--- src/shift_cfg.svh ---
/*
 * Constants of the bidirectional shift and load register: bus offsets,
 * field widths and reset values.
 * Assumes inclusion by bare name from every file that needs them.
 */
`ifndef SHIFT_CFG_SVH
`define SHIFT_CFG_SVH

// ----------------------------------------
// Register offsets (byte addresses)
// ----------------------------------------
`define OFS_CTRL 8'h00
`define OFS_DATA 8'h04
`define OFS_STAT 8'h08
`define ADDR_W 8

// ----------------------------------------
// Field widths, bit positions and reset values
// ----------------------------------------
`define STAGES 4
`define CTRL_W 4
`define CTRL_RST 4'h9
`define DATA_RST 4'h0
`define STAGE_RST 4'h0
`define HTRANS_ACTIVE_BIT 1
`define STAT_MUX_LSB 4

`endif

--- src/shift_pkg.sv ---
/*
 * Types shared by the shift register top and its input multiplexer.
 * Assumes shift_cfg.svh is on the include path.
 */
`include "shift_cfg.svh"

package shift_pkg;

    // Control word, bit 0 first from the bottom
    typedef struct packed {
        logic hold;
        logic mux_en_n;
        logic select;
        logic parallel_load_n;
    } ctrl_t;

    typedef logic [`STAGES-1:0] nibble_t;

    // Both multiplexer sources travel together
    typedef struct packed {
        nibble_t src_a;
        nibble_t src_b;
    } mux_src_t;

endpackage : shift_pkg

--- src/bidir_shift_load_register.sv ---
/*
 * Four-stage register that shifts right, shifts left or loads in
 * parallel, with an AHB-Lite register slave and cascade pins.
 * Assumes one clock, a synchronous active-high reset and neighbouring
 * sections that drive the cascade inputs from their own flip-flops.
 */
// The AHB-Lite interface to the registers and the register addresses were decided locally.
// Function
// - Multiplexer passes one of two 4-bit sources, one common select.
// - Enable is active low and common; outputs are active high.
// - With enable inactive all multiplexer outputs are low.
// - Select low routes the first source, select high the second.
// - Load control high shifts contents one stage right each rising edge.
// - Load control low captures all four parallel inputs each rising edge.
// - Each parallel input gets fresh data or its right neighbour's contents.
// - Stage n output feeds stage n-1 input, so bits move left.
// - End stages exchange shift bits with neighbouring sections for cascading.
`timescale 1ns/10ps
`include "shift_cfg.svh"

module bidir_shift_load_register (
    input wire logic clk_sys,
    input wire logic rst,
    input wire logic hsel,
    input wire logic [31:0] haddr,
    input wire logic [1:0] htrans,
    input wire logic hwrite,
    input wire logic [2:0] hsize,
    input wire logic [31:0] hwdata,
    input wire logic hready,
    output logic hreadyout,
    output logic hresp,
    output logic [31:0] hrdata,
    input wire logic shift_right_in,
    input wire logic shift_left_in,
    output logic [`STAGES-1:0] stage_out
);

    // ----------------------------------------
    // Address decode
    // ----------------------------------------
    function automatic logic hit(input logic [`ADDR_W-1:0] a, input logic [`ADDR_W-1:0] ofs);
        hit = (a == ofs);
    endfunction : hit

    // ----------------------------------------
    // Cascade pin synchronisers
    // ----------------------------------------
    logic shr_s1_reg, shr_s2_reg, shl_s1_reg, shl_s2_reg;
    logic shr_s1_next, shr_s2_next, shl_s1_next, shl_s2_next;

    // Neighbours may run on another clock, so two flops before use
    always_comb begin
        shr_s1_next = shift_right_in;
        shr_s2_next = shr_s1_reg;
        shl_s1_next = shift_left_in;
        shl_s2_next = shl_s1_reg;
    end

    // Plain capture chain; no reset, the pins settle during reset anyway
    always_ff @(posedge clk_sys) begin
        shr_s1_reg <= shr_s1_next;
        shr_s2_reg <= shr_s2_next;
        shl_s1_reg <= shl_s1_next;
        shl_s2_reg <= shl_s2_next;
    end

    // ----------------------------------------
    // Bus slave and software registers
    // ----------------------------------------
    shift_pkg::ctrl_t ctrl_reg, ctrl_next;
    shift_pkg::nibble_t data_reg, data_next;
    shift_pkg::nibble_t stage_reg, stage_next;
    logic [`ADDR_W-1:0] waddr_reg, waddr_next;
    logic wpend_reg, wpend_next;
    logic [31:0] hrdata_reg, hrdata_next;
    logic [`STAGES-1:0] mux_out;
    logic take;

    // Address phase accepted only while the bus is ready
    assign take = hsel && hready && htrans[`HTRANS_ACTIVE_BIT];

    // Zero-wait slave: writes land in the data phase, reads sample at address phase
    always_comb begin
        ctrl_next = ctrl_reg;
        data_next = data_reg;
        wpend_next = take && hwrite;
        waddr_next = take ? haddr[`ADDR_W-1:0] : waddr_reg;
        hrdata_next = hrdata_reg;
        if (wpend_reg && hit(waddr_reg, `OFS_CTRL)) begin
            ctrl_next = shift_pkg::ctrl_t'(hwdata[`CTRL_W-1:0]);
        end
        if (wpend_reg && hit(waddr_reg, `OFS_DATA)) begin
            data_next = hwdata[`STAGES-1:0];
        end
        // A read in the data phase of a write still sees the older value
        if (take && !hwrite) begin
            hrdata_next = '0; // Unmapped reads return zero
            if (hit(haddr[`ADDR_W-1:0], `OFS_CTRL)) begin
                hrdata_next[`CTRL_W-1:0] = ctrl_reg;
            end else if (hit(haddr[`ADDR_W-1:0], `OFS_DATA)) begin
                hrdata_next[`STAGES-1:0] = data_reg;
            end else if (hit(haddr[`ADDR_W-1:0], `OFS_STAT)) begin
                hrdata_next[`STAGES-1:0] = stage_reg;
                hrdata_next[`STAT_MUX_LSB +: `STAGES] = mux_out;
            end
        end
    end

    // Bus registers; ready drops only while in reset
    always_ff @(posedge clk_sys) begin
        if (rst) begin
            ctrl_reg <= `CTRL_RST;
            data_reg <= `DATA_RST;
            wpend_reg <= 1'b0;
            waddr_reg <= '0;
            hrdata_reg <= '0;
            hreadyout <= 1'b0;
            hresp <= 1'b0;
        end else begin
            ctrl_reg <= ctrl_next;
            data_reg <= data_next;
            wpend_reg <= wpend_next;
            waddr_reg <= waddr_next;
            hrdata_reg <= hrdata_next;
            hreadyout <= 1'b1; // Never stalls
            hresp <= 1'b0;     // Always OKAY
        end
    end

    // Read data straight from its flop
    assign hrdata = hrdata_reg;

    // ----------------------------------------
    // Parallel input multiplexer
    // ----------------------------------------
    shift_pkg::mux_src_t mux_src;

    // Source b is the stage to the right; stage 3 sees the next section
    assign mux_src.src_a = data_reg;
    assign mux_src.src_b = {shl_s2_reg, stage_reg[`STAGES-1:1]};

    // One select and one enable shared by all four bit slices
    quad_mux2 quad_mux2_i (
        .src(mux_src),
        .select(ctrl_reg.select),
        .mux_en_n(ctrl_reg.mux_en_n),
        .mux_out(mux_out)
    );

    // ----------------------------------------
    // Shift register stages
    // ----------------------------------------
    // Hold freezes the stages so software can step without racing the clock
    always_comb begin
        stage_next = stage_reg;
        if (!ctrl_reg.hold) begin
            if (ctrl_reg.parallel_load_n) begin
                stage_next = {stage_reg[`STAGES-2:0], shr_s2_reg};
            end else begin
                stage_next = mux_out;
            end
        end
    end

    // Stages clear on reset so software starts from a known word
    always_ff @(posedge clk_sys) begin
        if (rst) begin
            stage_reg <= `STAGE_RST;
        end else begin
            stage_reg <= stage_next;
        end
    end

    assign stage_out = stage_reg; // End bits feed neighbour sections
endmodule : bidir_shift_load_register

--- src/quad_mux2.sv ---
/*
 * Quad two-input multiplexer with a common select and common active-low
 * enable; purely combinational.
 * Assumes the caller registers anything that must be glitch free.
 */
`timescale 1ns/10ps
`include "shift_cfg.svh"

module quad_mux2 (
    input wire shift_pkg::mux_src_t src,
    input wire logic select,
    input wire logic mux_en_n,
    output logic [`STAGES-1:0] mux_out
);

    // ----------------------------------------
    // One slice per bit position
    // ----------------------------------------
    genvar i;
    generate
        for (i = 0; i < `STAGES; i++) begin : g_bit
            // Disabled forces low; select low takes source a
            assign mux_out[i] = !mux_en_n && (select ? src.src_b[i] : src.src_a[i]);
        end
    endgenerate

endmodule : quad_mux2

--- config.mk ---
export PLATFORM = sky130hd
export DESIGN_NAME = bidir_shift_load_register
export DESIGN_NICKNAME = d
export VERILOG_FILES = /design/src/shift_pkg.sv /design/src/bidir_shift_load_register.sv /design/src/quad_mux2.sv
export VERILOG_INCLUDE_DIRS = /design/src /design/src/src
export SDC_FILE = /design/constraint.sdc
export NUM_CORES = 1
export LEC_CHECK = 0
export ABC_AREA = 1
export BUFFER_PORTS_ARGS = -buffer_cell sky130_fd_sc_hd__buf_2
export CORE_UTILIZATION = 42
export DETAILED_ROUTE_END_ITERATION = 10
export HOLD_SLACK_MARGIN = 0.08
export MAX_ROUTING_LAYER = met4
export PLACE_DENSITY_LB_ADDON = 0.15
export SYNTH_ARGS = -nofsm -noshare
export SYNTH_HDL_FRONTEND = slang
export SYNTH_HIERARCHICAL = 1
export SYNTH_SLANG_ARGS = --single-unit
--- constraint.sdc ---
create_clock -name clk_sys -period 1.44 [get_ports clk_sys]
set_input_delay 0.288 -clock clk_sys [delete_from_list [all_inputs] [get_ports clk_sys]]
set_output_delay 0.288 -clock clk_sys [all_outputs]
set_load 0.05 [all_outputs]
# Word level (Yosys, flattened, before mapping)
# Index checks and enable logic that the tools add are counted.
[op_classes] muxes=11 n_eq_ne=3 n_reduce_logical=14
[ops] op="two-way mux 4 bit" count=5
[ops] op="== test 8 x 3 -> 1 bit (second input constant)" count=2
[ops] op="logical NOT 8 bit" count=2
[ops] op="logical AND 1 bit" count=10
[ops] op="== test 8 x 4 -> 1 bit (second input constant)" count=1
[ops] op="two-way mux 8 bit" count=1
[ops] op="two-way mux 1 bit" count=5
[ops] op="logical NOT 1 bit" count=2
[word_totals] register_bits=34 word_cells=42 out_inout_bits=38 input_bits=76

# Longest topological paths before layout
# Gate-level depths: netlist of the first run.
[depth] depth_word=5 mapped_depth=8 ltp_nobuf=8

# By module
# Netlist of the first run, hierarchy kept.
[by_module_without_submodules] module="bidir_shift_load_register" area_per_inst_um2=1650.3 instances=1 seq_area_each_um2=680.7 cells_each=213
[by_module_without_submodules] module="quad_mux2" area_per_inst_um2=92.6 instances=1 seq_area_each_um2=0.0 cells_each=22

# Worst setup path before layout of the first run
# Ideal clock, no wire load.
[synth_path] path_kind="register to register" from="register stage_reg[2], in the netlist stage_out[2]" to="register stage_reg[1], in the netlist stage_out[1]" slack_ns=0.188 arrival_time_ns=1.195 stages_incl_launch_ff=9 path_buffers=0 required_ns=1.383 setup_ns=0.057 period_less_slack_ns=1.252 cell_sequence="dfxtp_1 -> inv_1 -> nand2_1 -> nand2_1 -> nor2_1 -> nor2_1 -> a21oi_1 -> o21ai_0 -> inv_1"
[synth_via] elab_chain_cells=3
[synth_rtl] element="from (decl)" line="bidir_shift_load_register.sv:73" rtl="shift_pkg::nibble_t stage_reg, stage_next;"
[synth_rtl] element="from (signal assigned)" line="bidir_shift_load_register.sv:169" rtl="stage_reg <= `STAGE_RST;"
[synth_rtl] element="from (signal assigned)" line="bidir_shift_load_register.sv:171" rtl="stage_reg <= stage_next;"
[synth_rtl] element="two-way mux 1 bit" line="quad_mux2.sv:23" rtl="assign mux_out[i] = !mux_en_n && (select ? src.src_b[i] : src.src_a[i]);"
[synth_rtl] element="logical AND 1 bit" line="quad_mux2.sv:23"
[synth_rtl] element="named net mux_out[1]" line="bidir_shift_load_register.sv:77" rtl="logic [`STAGES-1:0] mux_out;"
[synth_rtl] element="two-way mux 4 bit" line="bidir_shift_load_register.sv:158" rtl="if (ctrl_reg.parallel_load_n) begin"
# The timed path passes the listed nets, and every way through them passes these cells.
# A chain may end at the register's enable or synchronous reset.

# Worst setup path in the final report of the first run
[layout_path] from="register stage_reg[2], in the netlist stage_out[2]" to="output stage_out[2]"
[layout_rtl] element="to (decl)" line="bidir_shift_load_register.sv:36" rtl="output logic [`STAGES-1:0] stage_out"
# No word-level cell between the ends.

==> flow_summary.json, run 1 <==
{
  "n_antenna_cell": 0,
  "power.leakage_nw": 0.936,
  "cts.clk_slew.worst_paths_ns": 0.06,
  "outcome": "completed",
  "design_area_um2": 1930,
  "r2r-end": "stage_out[3]",
  "ctsResizeCount": 0,
  "holdBufCountCts": 0,
  "setup_ws_ns": 0.166,
  "critPathKind": "reg -> out",
  "hold_depth": 1,
  "fin_crit_ns": 1.27,
  "synth_area_leader_cell": "dfxtp_1",
  "wl_um": 3250,
  "vias": 1409,
  "cts_root_buf": "clkbuf_8",
  "power_density_nw_per_um2": 1030,
  "grt_pass1_vias": 1247,
  "io_buffers": 32,
  "synthTopCellsByArea": "dfxtp_1 (39%), buf_4 (11%), nand3_1 (7.8%), a21oi_1 (7.2%), nand2_1 (6.7%)",
  "whs_endpoint": "shl_s1_reg",
  "worstSkewPairLatency_ns": 0.28,
  "grt.overflow.total": 0,
  "cts_tree": "yes",
  "gp_congestion": 0.801,
  "fin_tns_setup_ns": 0,
  "grt_antenna_before_repair": 0,
  "netlist_area_um2": 1740,
  "worstRegToRegCells": 6,
  "final_nets": 345,
  "wl_per_cell_um": 10.2,
  "yosys_warnings": 6,
  "yosysUniqueCellTypes": 24,
  "grt_use_total": 0.174,
  "cp_max_fo": 5,
  "grt_setup_unrepaired": "no",
  "drive_above_1_share": 0.237,
  "via_per_inst": 4.40,
  "max_stage_delay_ns": 0.41,
  "antenna_left": 0,
  "ys_seq_area_frac": 0.391,
  "fp.dieW_um": 66.4,
  "fp-row-count": 23,
  "hp-class": "in -> reg",
  "post-synth-top-count-cell": "dfxtp_1",
  "worstPathCellList": "buf_2",
  "grt_pass1_wl_um": 5500,
  "htree_num_levels": 2,
  "r2r_setup_slack_ns": 0.20,
  "synth.avg_cell_area_um2": 7.42,
  "setup_viol": 0,
  "ys.flop_type": "dfxtp_1",
  "crit_family": "flip-flops",
  "cp.required_ns": 1.15,
  "ios": 114,
  "endpoint_kind": "output pin",
  "cts_setup_buffers": 0,
  "drtPass1Iterations": 5,
  "die-area_um2": 4410,
  "cts_buffer_depth": 2,
  "dp_hpwl_um": 2450,
  "finalCritPeriodShare": 0.885,
  "syn_inst": 235,
  "finClkSkew_ns": 0.00387,
  "crit_path_top_delay_cell": "dfxtp_1",
  "drtIter0Drc": 48,
  "postPlaceCellArea_um2": 1840,
  "arrival_ns": 0.99,
  "drc_errors": 0,
  "synth.top_cells.by_count": "dfxtp_1 (34), nand2_1 (31), inv_1 (29)",
  "syn2layout_area_growth_pct": 10.6,
  "post-place-ws_ns": 0.172,
  "start_kind": "flop",
  "cts_buffers": 5,
  "die_h_um": 66.4,
  "synth_enable_flop_cells": 0,
  "ys_ff_latch": 34,
  "initial_core_util": 0.436,
  "power.total_w": 0.00199,
  "yosysTopAreaCellShare": 0.391,
  "final_max_slew_viol_count": 0,
  "crit_buf_inv": 1,
  "timing.fmax_mhz": 785,
  "hold_violations": 0,
  "async_reset_ff_frac": 0,
  "cts.sinks": 34,
  "max-vdd-ir-drop_uv": 630,
  "core_um2": 4000,
  "min_from": "shift_left_in",
  "dp_cells": 312,
  "drv_cap": 0,
  "grt_max_degree": 19,
  "r2r_start": "ctrl_reg[1]",
  "fin_cells": 320
}
[cells in the final DEF, fill, tap and decap left out]
cell      instances
buf_4             3
conb_1           25
clkbuf_1          1
clkinv_2          1
nor2_1           18
o21ai_1           2
mux2_2            2
nand3_1          27
inv_1            29
buf_2            32
nor3_4            1
dfxtp_1          34
inv_2             4
nor2_4            4
nand2_1          31
a21oi_1          25
o21ai_0          11
nand2_4           1
nand4_1           2
nor2_2            3
nor3_1            1
a21oi_2           3
nand2_2           4
clkbuf_8          6
[cell type report]
cell class              instances  area (um^2)
inverters                      33          124
multi-input cells             160          786
flip-flops and latches         34          681
clock buffers                   7         86.3
well taps                      50         62.6
fillers                       429         2070
repair buffers                 35          183
clock inverters                 1         5.00
[through the flow]
stage,utilization,hold slack [ns]
5_1_grt,0.482,0.0805
6_report,0.482,0.101
2_1_floorplan,-,0.310
3_5_place_dp,0.459,0.312
4_1_cts,0.482,0.0924
3_3_place_gp,0.459,0.312
[cells by family (layout without fill, tap and decap cells)]
logic type | after synthesis | in the layout | share of synthesized area
other | 1 | 25 | 0.00215
buffers and inverters | 65 | 76 | 0.210
AO/OA/AOI/OAI | 41 | 41 | 0.124
multiplexers | 2 | 2 | 0.0129
flip-flops | 34 | 34 | 0.391
AND/OR/NAND/NOR | 92 | 92 | 0.260
[worst register-to-register path, cell delays in order (launching register included)]
cell and delay [ns]:
dfxtp_1 0.50, nand2_1 0.09, nand2_1 0.08, nor2_2 0.05, mux2_2 0.25, o21ai_1 0.12
inv_1 0.05
[worst max path at each step]
stage	startpoint	endpoint	slack [ns]	depth (start not counted)
final	stage_out[2]	stage_out[2]	0.17	1
after global routing	ctrl_reg[1]	stage_out[2]	0.09	7
after CTS	stage_out[2]	stage_out[2]	0.16	1
after detailed placement	hwrite	hrdata[4]	0.17	6
after global placement	hwrite	hrdata[4]	0.18	6
after floorplan	stage_out[2]	stage_out[1]	0.19	8
[routing by layer]
metal  track usage  wire length [um]
met1         0.209              1620
met2         0.269              1420
met3        0.0569               163
met4        0.0638                46
met5             -                 0
[where the power goes]
part	internal, W	switching (W)	leakage [nW]
clock network	0.000385	0.000318	0.0482
logic	0.0000586	0.000255	0.610
registers	0.000964	0.0000104	0.277
No activity file was read; power rests on OpenSTA's default activity.
==> inputs of run 2 (changes only) <==
Settings changed: ABC_AREA 1 to 0, CORE_UTILIZATION 42 to 40.
==> run 2 against run 1 <==
Net effect: the flow now finishes with violations (negative setup slack); register-to-register slack worse by 0.34 ns; first-iteration DRC count is 35% higher; cell area decreased by 4.4%; largest cell class unchanged.
==> flow_summary.json, run 2 <==
{
  "post-place-ws_ns": -0.144,
  "power.total_w": 0.00197,
  "fill_cells": 368,
  "r2r-end": "data_reg[2]",
  "fp-row-count": 22,
  "htree_num_levels": 2,
  "design_area_um2": 1840,
  "start_kind": "flop",
  "yosysUniqueCellTypes": 32,
  "grt.overflow.total": 0,
  "grt_setup_unrepaired": "yes",
  "wl_per_cell_um": 12.2,
  "vias": 1252,
  "arrival_ns": 1.79,
  "grt_max_degree": 13,
  "final_max_slew_viol_count": 0,
  "grt_pass1_wl_um": 5260,
  "multiInputGateArea_um2": 766,
  "endpoint_kind": "flop",
  "ys_seq_area_frac": 0.428,
  "cts.sinks": 34,
  "outcome": "finished with violations",
  "grt_antenna_before_repair": 0,
  "finalCritPeriodShare": 1.10,
  "cp_max_fo": 4,
  "r2r_start": "waddr_reg[3]",
  "ios": 114,
  "r2r_setup_slack_ns": -0.14,
  "drive_above_1_share": 0.256,
  "die_h_um": 65.0,
  "gp_congestion": 0.833,
  "layout_common_cells": "dfxtp_1 (32), buf_2 (32), nand2_1 (27), conb_1 (25), mux2i_1 (11)",
  "setup_viol": 8,
  "crit_start": "waddr_reg[3]",
  "n_antenna_cell": 0,
  "fin_util": 0.492,
  "critPathKind": "reg -> reg",
  "drv_cap": 0,
  "final_nets": 290,
  "synth_enable_flop_cells": 0,
  "power.leakage_nw": 0.791,
  "timing.fmax_mhz": 633,
  "cts.clk_slew.worst_paths_ns": 0.07,
  "antenna_left": 0,
  "fin_tns_setup_ns": -0.959,
  "finClkSkew_ns": 0.00776,
  "setup_ws_ns": -0.140,
  "regArea_um2": 683,
  "io_buffers": 32,
  "netlist_area_um2": 1590,
  "cts_tree": "yes",
  "synth.avg_cell_area_um2": 8.93,
  "yosysTopAreaCellShare": 0.428,
  "drtIter0Drc": 65,
  "core_um2": 3740,
  "drc_errors": 0,
  "setup.worst_path.end": "data_reg[2]",
  "wl_um": 3210,
  "synthTopCellsByArea": "dfxtp_1 (43%), buf_4 (12%), mux2i_1 (6.9%), nand2_1 (6.4%), a21oi_1 (3.1%)",
  "syn_inst": 178,
  "grt_use_total": 0.171,
  "worstSkewPairLatency_ns": 0.29,
  "hp-class": "in -> reg",
  "violations": "negative setup slack",
  "cts_setup_buffers": 0,
  "power_density_nw_per_um2": 1070,
  "cts_root_buf": "clkbuf_8",
  "grt_pass1_vias": 1142,
  "hold_violations": 0,
  "dp_hpwl_um": 2480,
  "cts_buffer_depth": 2,
  "worstRegToRegCells": 4,
  "max-vdd-ir-drop_uv": 507,
  "ys.flop_type": "dfxtp_1",
  "fin_crit_ns": 1.58,
  "ys_ff_latch": 34,
  "postPlaceCellArea_um2": 1730,
  "drtPass1Iterations": 4,
  "via_per_inst": 4.76,
  "syn2layout_area_growth_pct": 16.0,
  "die-area_um2": 4230,
  "async_reset_ff_frac": 0,
  "fp.dieW_um": 65.0,
  "synth.top_cells.by_count": "dfxtp_1 (34), nand2_1 (27), buf_4 (25)",
  "cp.required_ns": 1.65,
  "cts_buffers": 5,
  "initial_core_util": 0.424,
  "post-synth-top-count-cell": "dfxtp_1",
  "yosys_warnings": 6,
  "synth_area_leader_cell": "dfxtp_1"
}
## run 2: logic make-up (layout without fill, tap and decap cells)
kind of cell           count (synthesis)  after routing  share of synthesized area
AOI/OAI and AO/OA                     28             28                      0.130
buffers and inverters                 41             54                      0.157
DFF                                   34             34                      0.428
muxes                                 13             13                     0.0835
other                                  1             25                    0.00236
and+or+nand+nor                       61             61                      0.198
## run 2: final cells by class
cell class | instances | area share
Sequential cell | 34 | 0.371
Inverter | 7 | 0.0143
Tap cell | 48 | 0.0326
Clock buffer | 7 | 0.0468
Multi-Input combinational cell | 127 | 0.415
Clock inverter | 1 | 0.00272
Timing Repair Buffer | 39 | 0.117
## run 2: where the power goes
part	switching, W	internal [W]	total [W]
clock	0.000331	0.000385	0.000717
combinational	0.000224	0.0000632	0.000287
sequential	0.0000103	0.000958	0.000969
total	0.000565	0.00141	0.00197
## run 2: routing by layer
| layer | share of wire | global-route usage | up-vias | wire length [um] |
|---|---|---|---|---|
| met4 | 0.019 | 0.0571 | 0 | 60 |
| met5 | 0 | - | - | 0 |
| met3 | 0.051 | 0.0528 | 7 | 163 |
| li1 | - | - | 632 | - |
| met1 | 0.47 | 0.206 | 566 | 1490 |
| met2 | 0.46 | 0.270 | 47 | 1490 |
## run 2: worst min-delay path by stage
stage | slack (ns) | start | cells past startpoint | endpoint
global placement | 0.31 | shl_s1_reg | 0 | shl_s2_reg
floorplan | 0.31 | shl_s1_reg | 0 | shl_s2_reg
finish | 0.10 | shift_right_in | 1 | shr_s1_reg
detailed placement | 0.31 | shl_s1_reg | 0 | shl_s2_reg
global route | 0.09 | shift_right_in | 1 | shr_s1_reg
CTS | 0.1 | shift_right_in | 1 | shr_s1_reg
## run 2: per-stage QoR
step	hold WS, ns	instances
after global routing	0.0930	263
after detailed placement	0.312	255
after CTS	0.0982	263
final	0.103	263
after floorplan	0.310	202
after global placement	0.312	255
## run 2: worst max-delay path: stages, from the launching register on
cell and delay (ns):
dfxtp_2 0.32, or4_4 0.56, buf_6 0.14, nor3_4 0.24, mux2i_1 0.24
## run 2: timing repair
action / CTS / global route
endpoints found under the hold margin: 0 / 0
hold buffers: 0 / 0
gates resized for setup: 2 / 4
setup endpoints to repair: 8 / 10
==> inputs of run 3 (changes only) <==
Settings changed: BUFFER_PORTS_ARGS -buffer_cell sky130_fd_sc_hd__buf_2 to not set, CORE_UTILIZATION 40 to 61, CTS_BUF_LIST set to sky130_fd_sc_hd__clkbuf_8 sky130_fd_sc_hd__clkbuf_16, DONT_BUFFER_PORTS set to 1.
==> run 3 against run 2 <==
Net effect: the flow still finishes with violations (negative setup slack); worst setup slack better by 0.012 ns; clock power decreased by 14%; largest power group unchanged; critical endpoint is now data_reg[3]; sequential share of layout area grew 3.2 points; core utilization rose by 19 points; via count down 4.2%.
==> flow_summary.json, run 3 (synthesized netlist as in run 2, its figures left out) <==
{
  "outcome": "finished with violations",
  "violations": "negative setup slack",
  "timing.fmax_mhz": 638,
  "syn2layout_area_growth_pct": 6.69,
  "finClkSkew_ns": 0.00495,
  "grt_pass1_vias": 1017,
  "power.total_w": 0.00184,
  "cts.sinks": 34,
  "cts_buffers": 5,
  "grt_antenna_before_repair": 0,
  "grt_use_total": 0.235,
  "slew_headroom": 0.654,
  "worstSkewPairLatency_ns": 0.27,
  "top_layer_used": "met4",
  "antenna_left": 0,
  "gp_congestion": 0.920,
  "grt_pass1_wl_um": 4530,
  "htree_num_levels": 2,
  "die_h_um": 53.0,
  "layout_common_cells": "dfxtp_1 (33), nand2_1 (27), conb_1 (25), mux2i_1 (11), a21oi_1 (10)",
  "multiInputGateArea_um2": 759,
  "dp_hpwl_um": 2260,
  "max-vdd-ir-drop_uv": 991,
  "setup_viol": 8,
  "die-area_um2": 2810,
  "cts_buffer_depth": 2,
  "finalCritPeriodShare": 1.09,
  "grt.overflow.total": 0,
  "wl_met1_um": 1470,
  "cts_root_buf": "clkbuf_8",
  "ios": 114,
  "worstPathCellList": "or4_4 -> buf_6 -> nor3_4 -> mux2i_1",
  "final_nets": 264,
  "n_antenna_cell": 0,
  "critPathKind": "reg -> reg",
  "arrival_ns": 1.77,
  "setup_ws_ns": -0.128,
  "fin_crit_ns": 1.57,
  "cts_tree": "yes",
  "vias": 1199,
  "initial_core_util": 0.641,
  "drtIter0Drc": 45,
  "routed-wl-met3_um": 180,
  "tightest_slew_ns": 0.519,
  "crit_path_top_delay_cell": "or4_4",
  "crit_family": "simple AND/OR/NAND/NOR gates",
  "drv_cap": 0,
  "final_max_slew_viol_count": 0,
  "layout_commonest_cell": "dfxtp_1",
  "power.leakage_nw": 0.669,
  "cts.clk_slew.worst_paths_ns": 0.06,
  "via_per_inst": 5.50,
  "start_kind": "flop",
  "grt_setup_unrepaired": "yes",
  "io_buffers": 0,
  "fin_tns_setup_ns": -0.917,
  "met2RoutedLength_um": 1370,
  "endpoint_kind": "flop",
  "hold_violations": 0,
  "cp_max_fo": 4,
  "regArea_um2": 682,
  "crit_buf_inv": 1,
  "power_density_nw_per_um2": 1090,
  "core_um2": 2480,
  "cp.required_ns": 1.64,
  "grt_max_degree": 15,
  "drtPass1Iterations": 4,
  "drive_above_1_share": 0.106,
  "fill_cells": 206,
  "hp-class": "in -> reg",
  "fp.dieW_um": 53.0,
  "fp-row-count": 18,
  "wl_um": 3120,
  "drc_errors": 0,
  "wl_per_cell_um": 14.3,
  "max_stage_delay_ns": 0.56
}
[run 3: cell types whose count changed in the layout (fill, tap and decap cells not counted), sizes merged]
cell	delta
buf	-31
inv	+2
dlygate4sd3	+5
clkinv	-1
clkbuf	-2
[run 3: where the power goes]
group	switching, W	internal [W]
clock network	0.000302	0.000318
registers	0.0000165	0.000958
logic	0.000197	0.0000500
total	0.000515	0.00133
[run 3: final timing paths]
check | from | to | slack (ns) | cells after the start
hold / removal | haddr[4] | waddr_reg[4] | 0.15 | 2
setup reg to reg | waddr_reg[3] | data_reg[3] | -0.13 | 4
setup / recovery | waddr_reg[3] | data_reg[3] | -0.13 | 4
hold reg to reg | shl_s1_reg | shl_s2_reg | 0.33 | 0
[run 3: layout make-up]
cell class                      count  share of cell area
Sequential cell                    34               0.402
Multi-Input combinational cell    127               0.448
Clock inverter                      2             0.00443
Clock buffer                        5              0.0406
Tap cell                           30              0.0221
Timing Repair Buffer               13              0.0672
Inverter                            7              0.0155
[run 3: worst register-to-register path, stage by stage (launching register included)]
cell     delay [ns]
dfxtp_2        0.32
or4_4          0.56
buf_6          0.15
nor3_4         0.24
mux2i_1        0.22
[run 3: what timing repair did]
action / 4_1_cts / 5_1_grt
setup buffers: 0 / 1
hold endpoints to repair: 10 / 3
endpoints found under the setup margin: 8 / 8
pin swaps: 2 / 2
gates resized for setup: 1 / 3
hold buffers: 4 / 1
[run 3: routing by layer]
layer | GRT usage | vias to the layer above
li1 | - | 582
met1 | 0.301 | 549
met2 | 0.344 | 58
met3 | 0.0661 | 10
met4 | 0.101 | 0
met5 | - | -
[run 3: metrics by stage]
| step | hold slack (ns) | util | instances | setup WS, ns | area, um^2 |
|---|---|---|---|---|---|
| 2_1_floorplan | 0.310 | - | 202 | -0.0700 | 1680 |
| 6_report | 0.152 | 0.684 | 218 | -0.128 | 1700 |
| 3_3_place_gp | 0.314 | 0.627 | 206 | -0.0658 | 1550 |
| 3_5_place_dp | 0.316 | 0.627 | 206 | -0.125 | 1550 |
| 4_1_cts | 0.0805 | 0.675 | 217 | -0.124 | 1670 |
| 5_1_grt | 0.140 | 0.684 | 218 | -0.178 | 1700 |
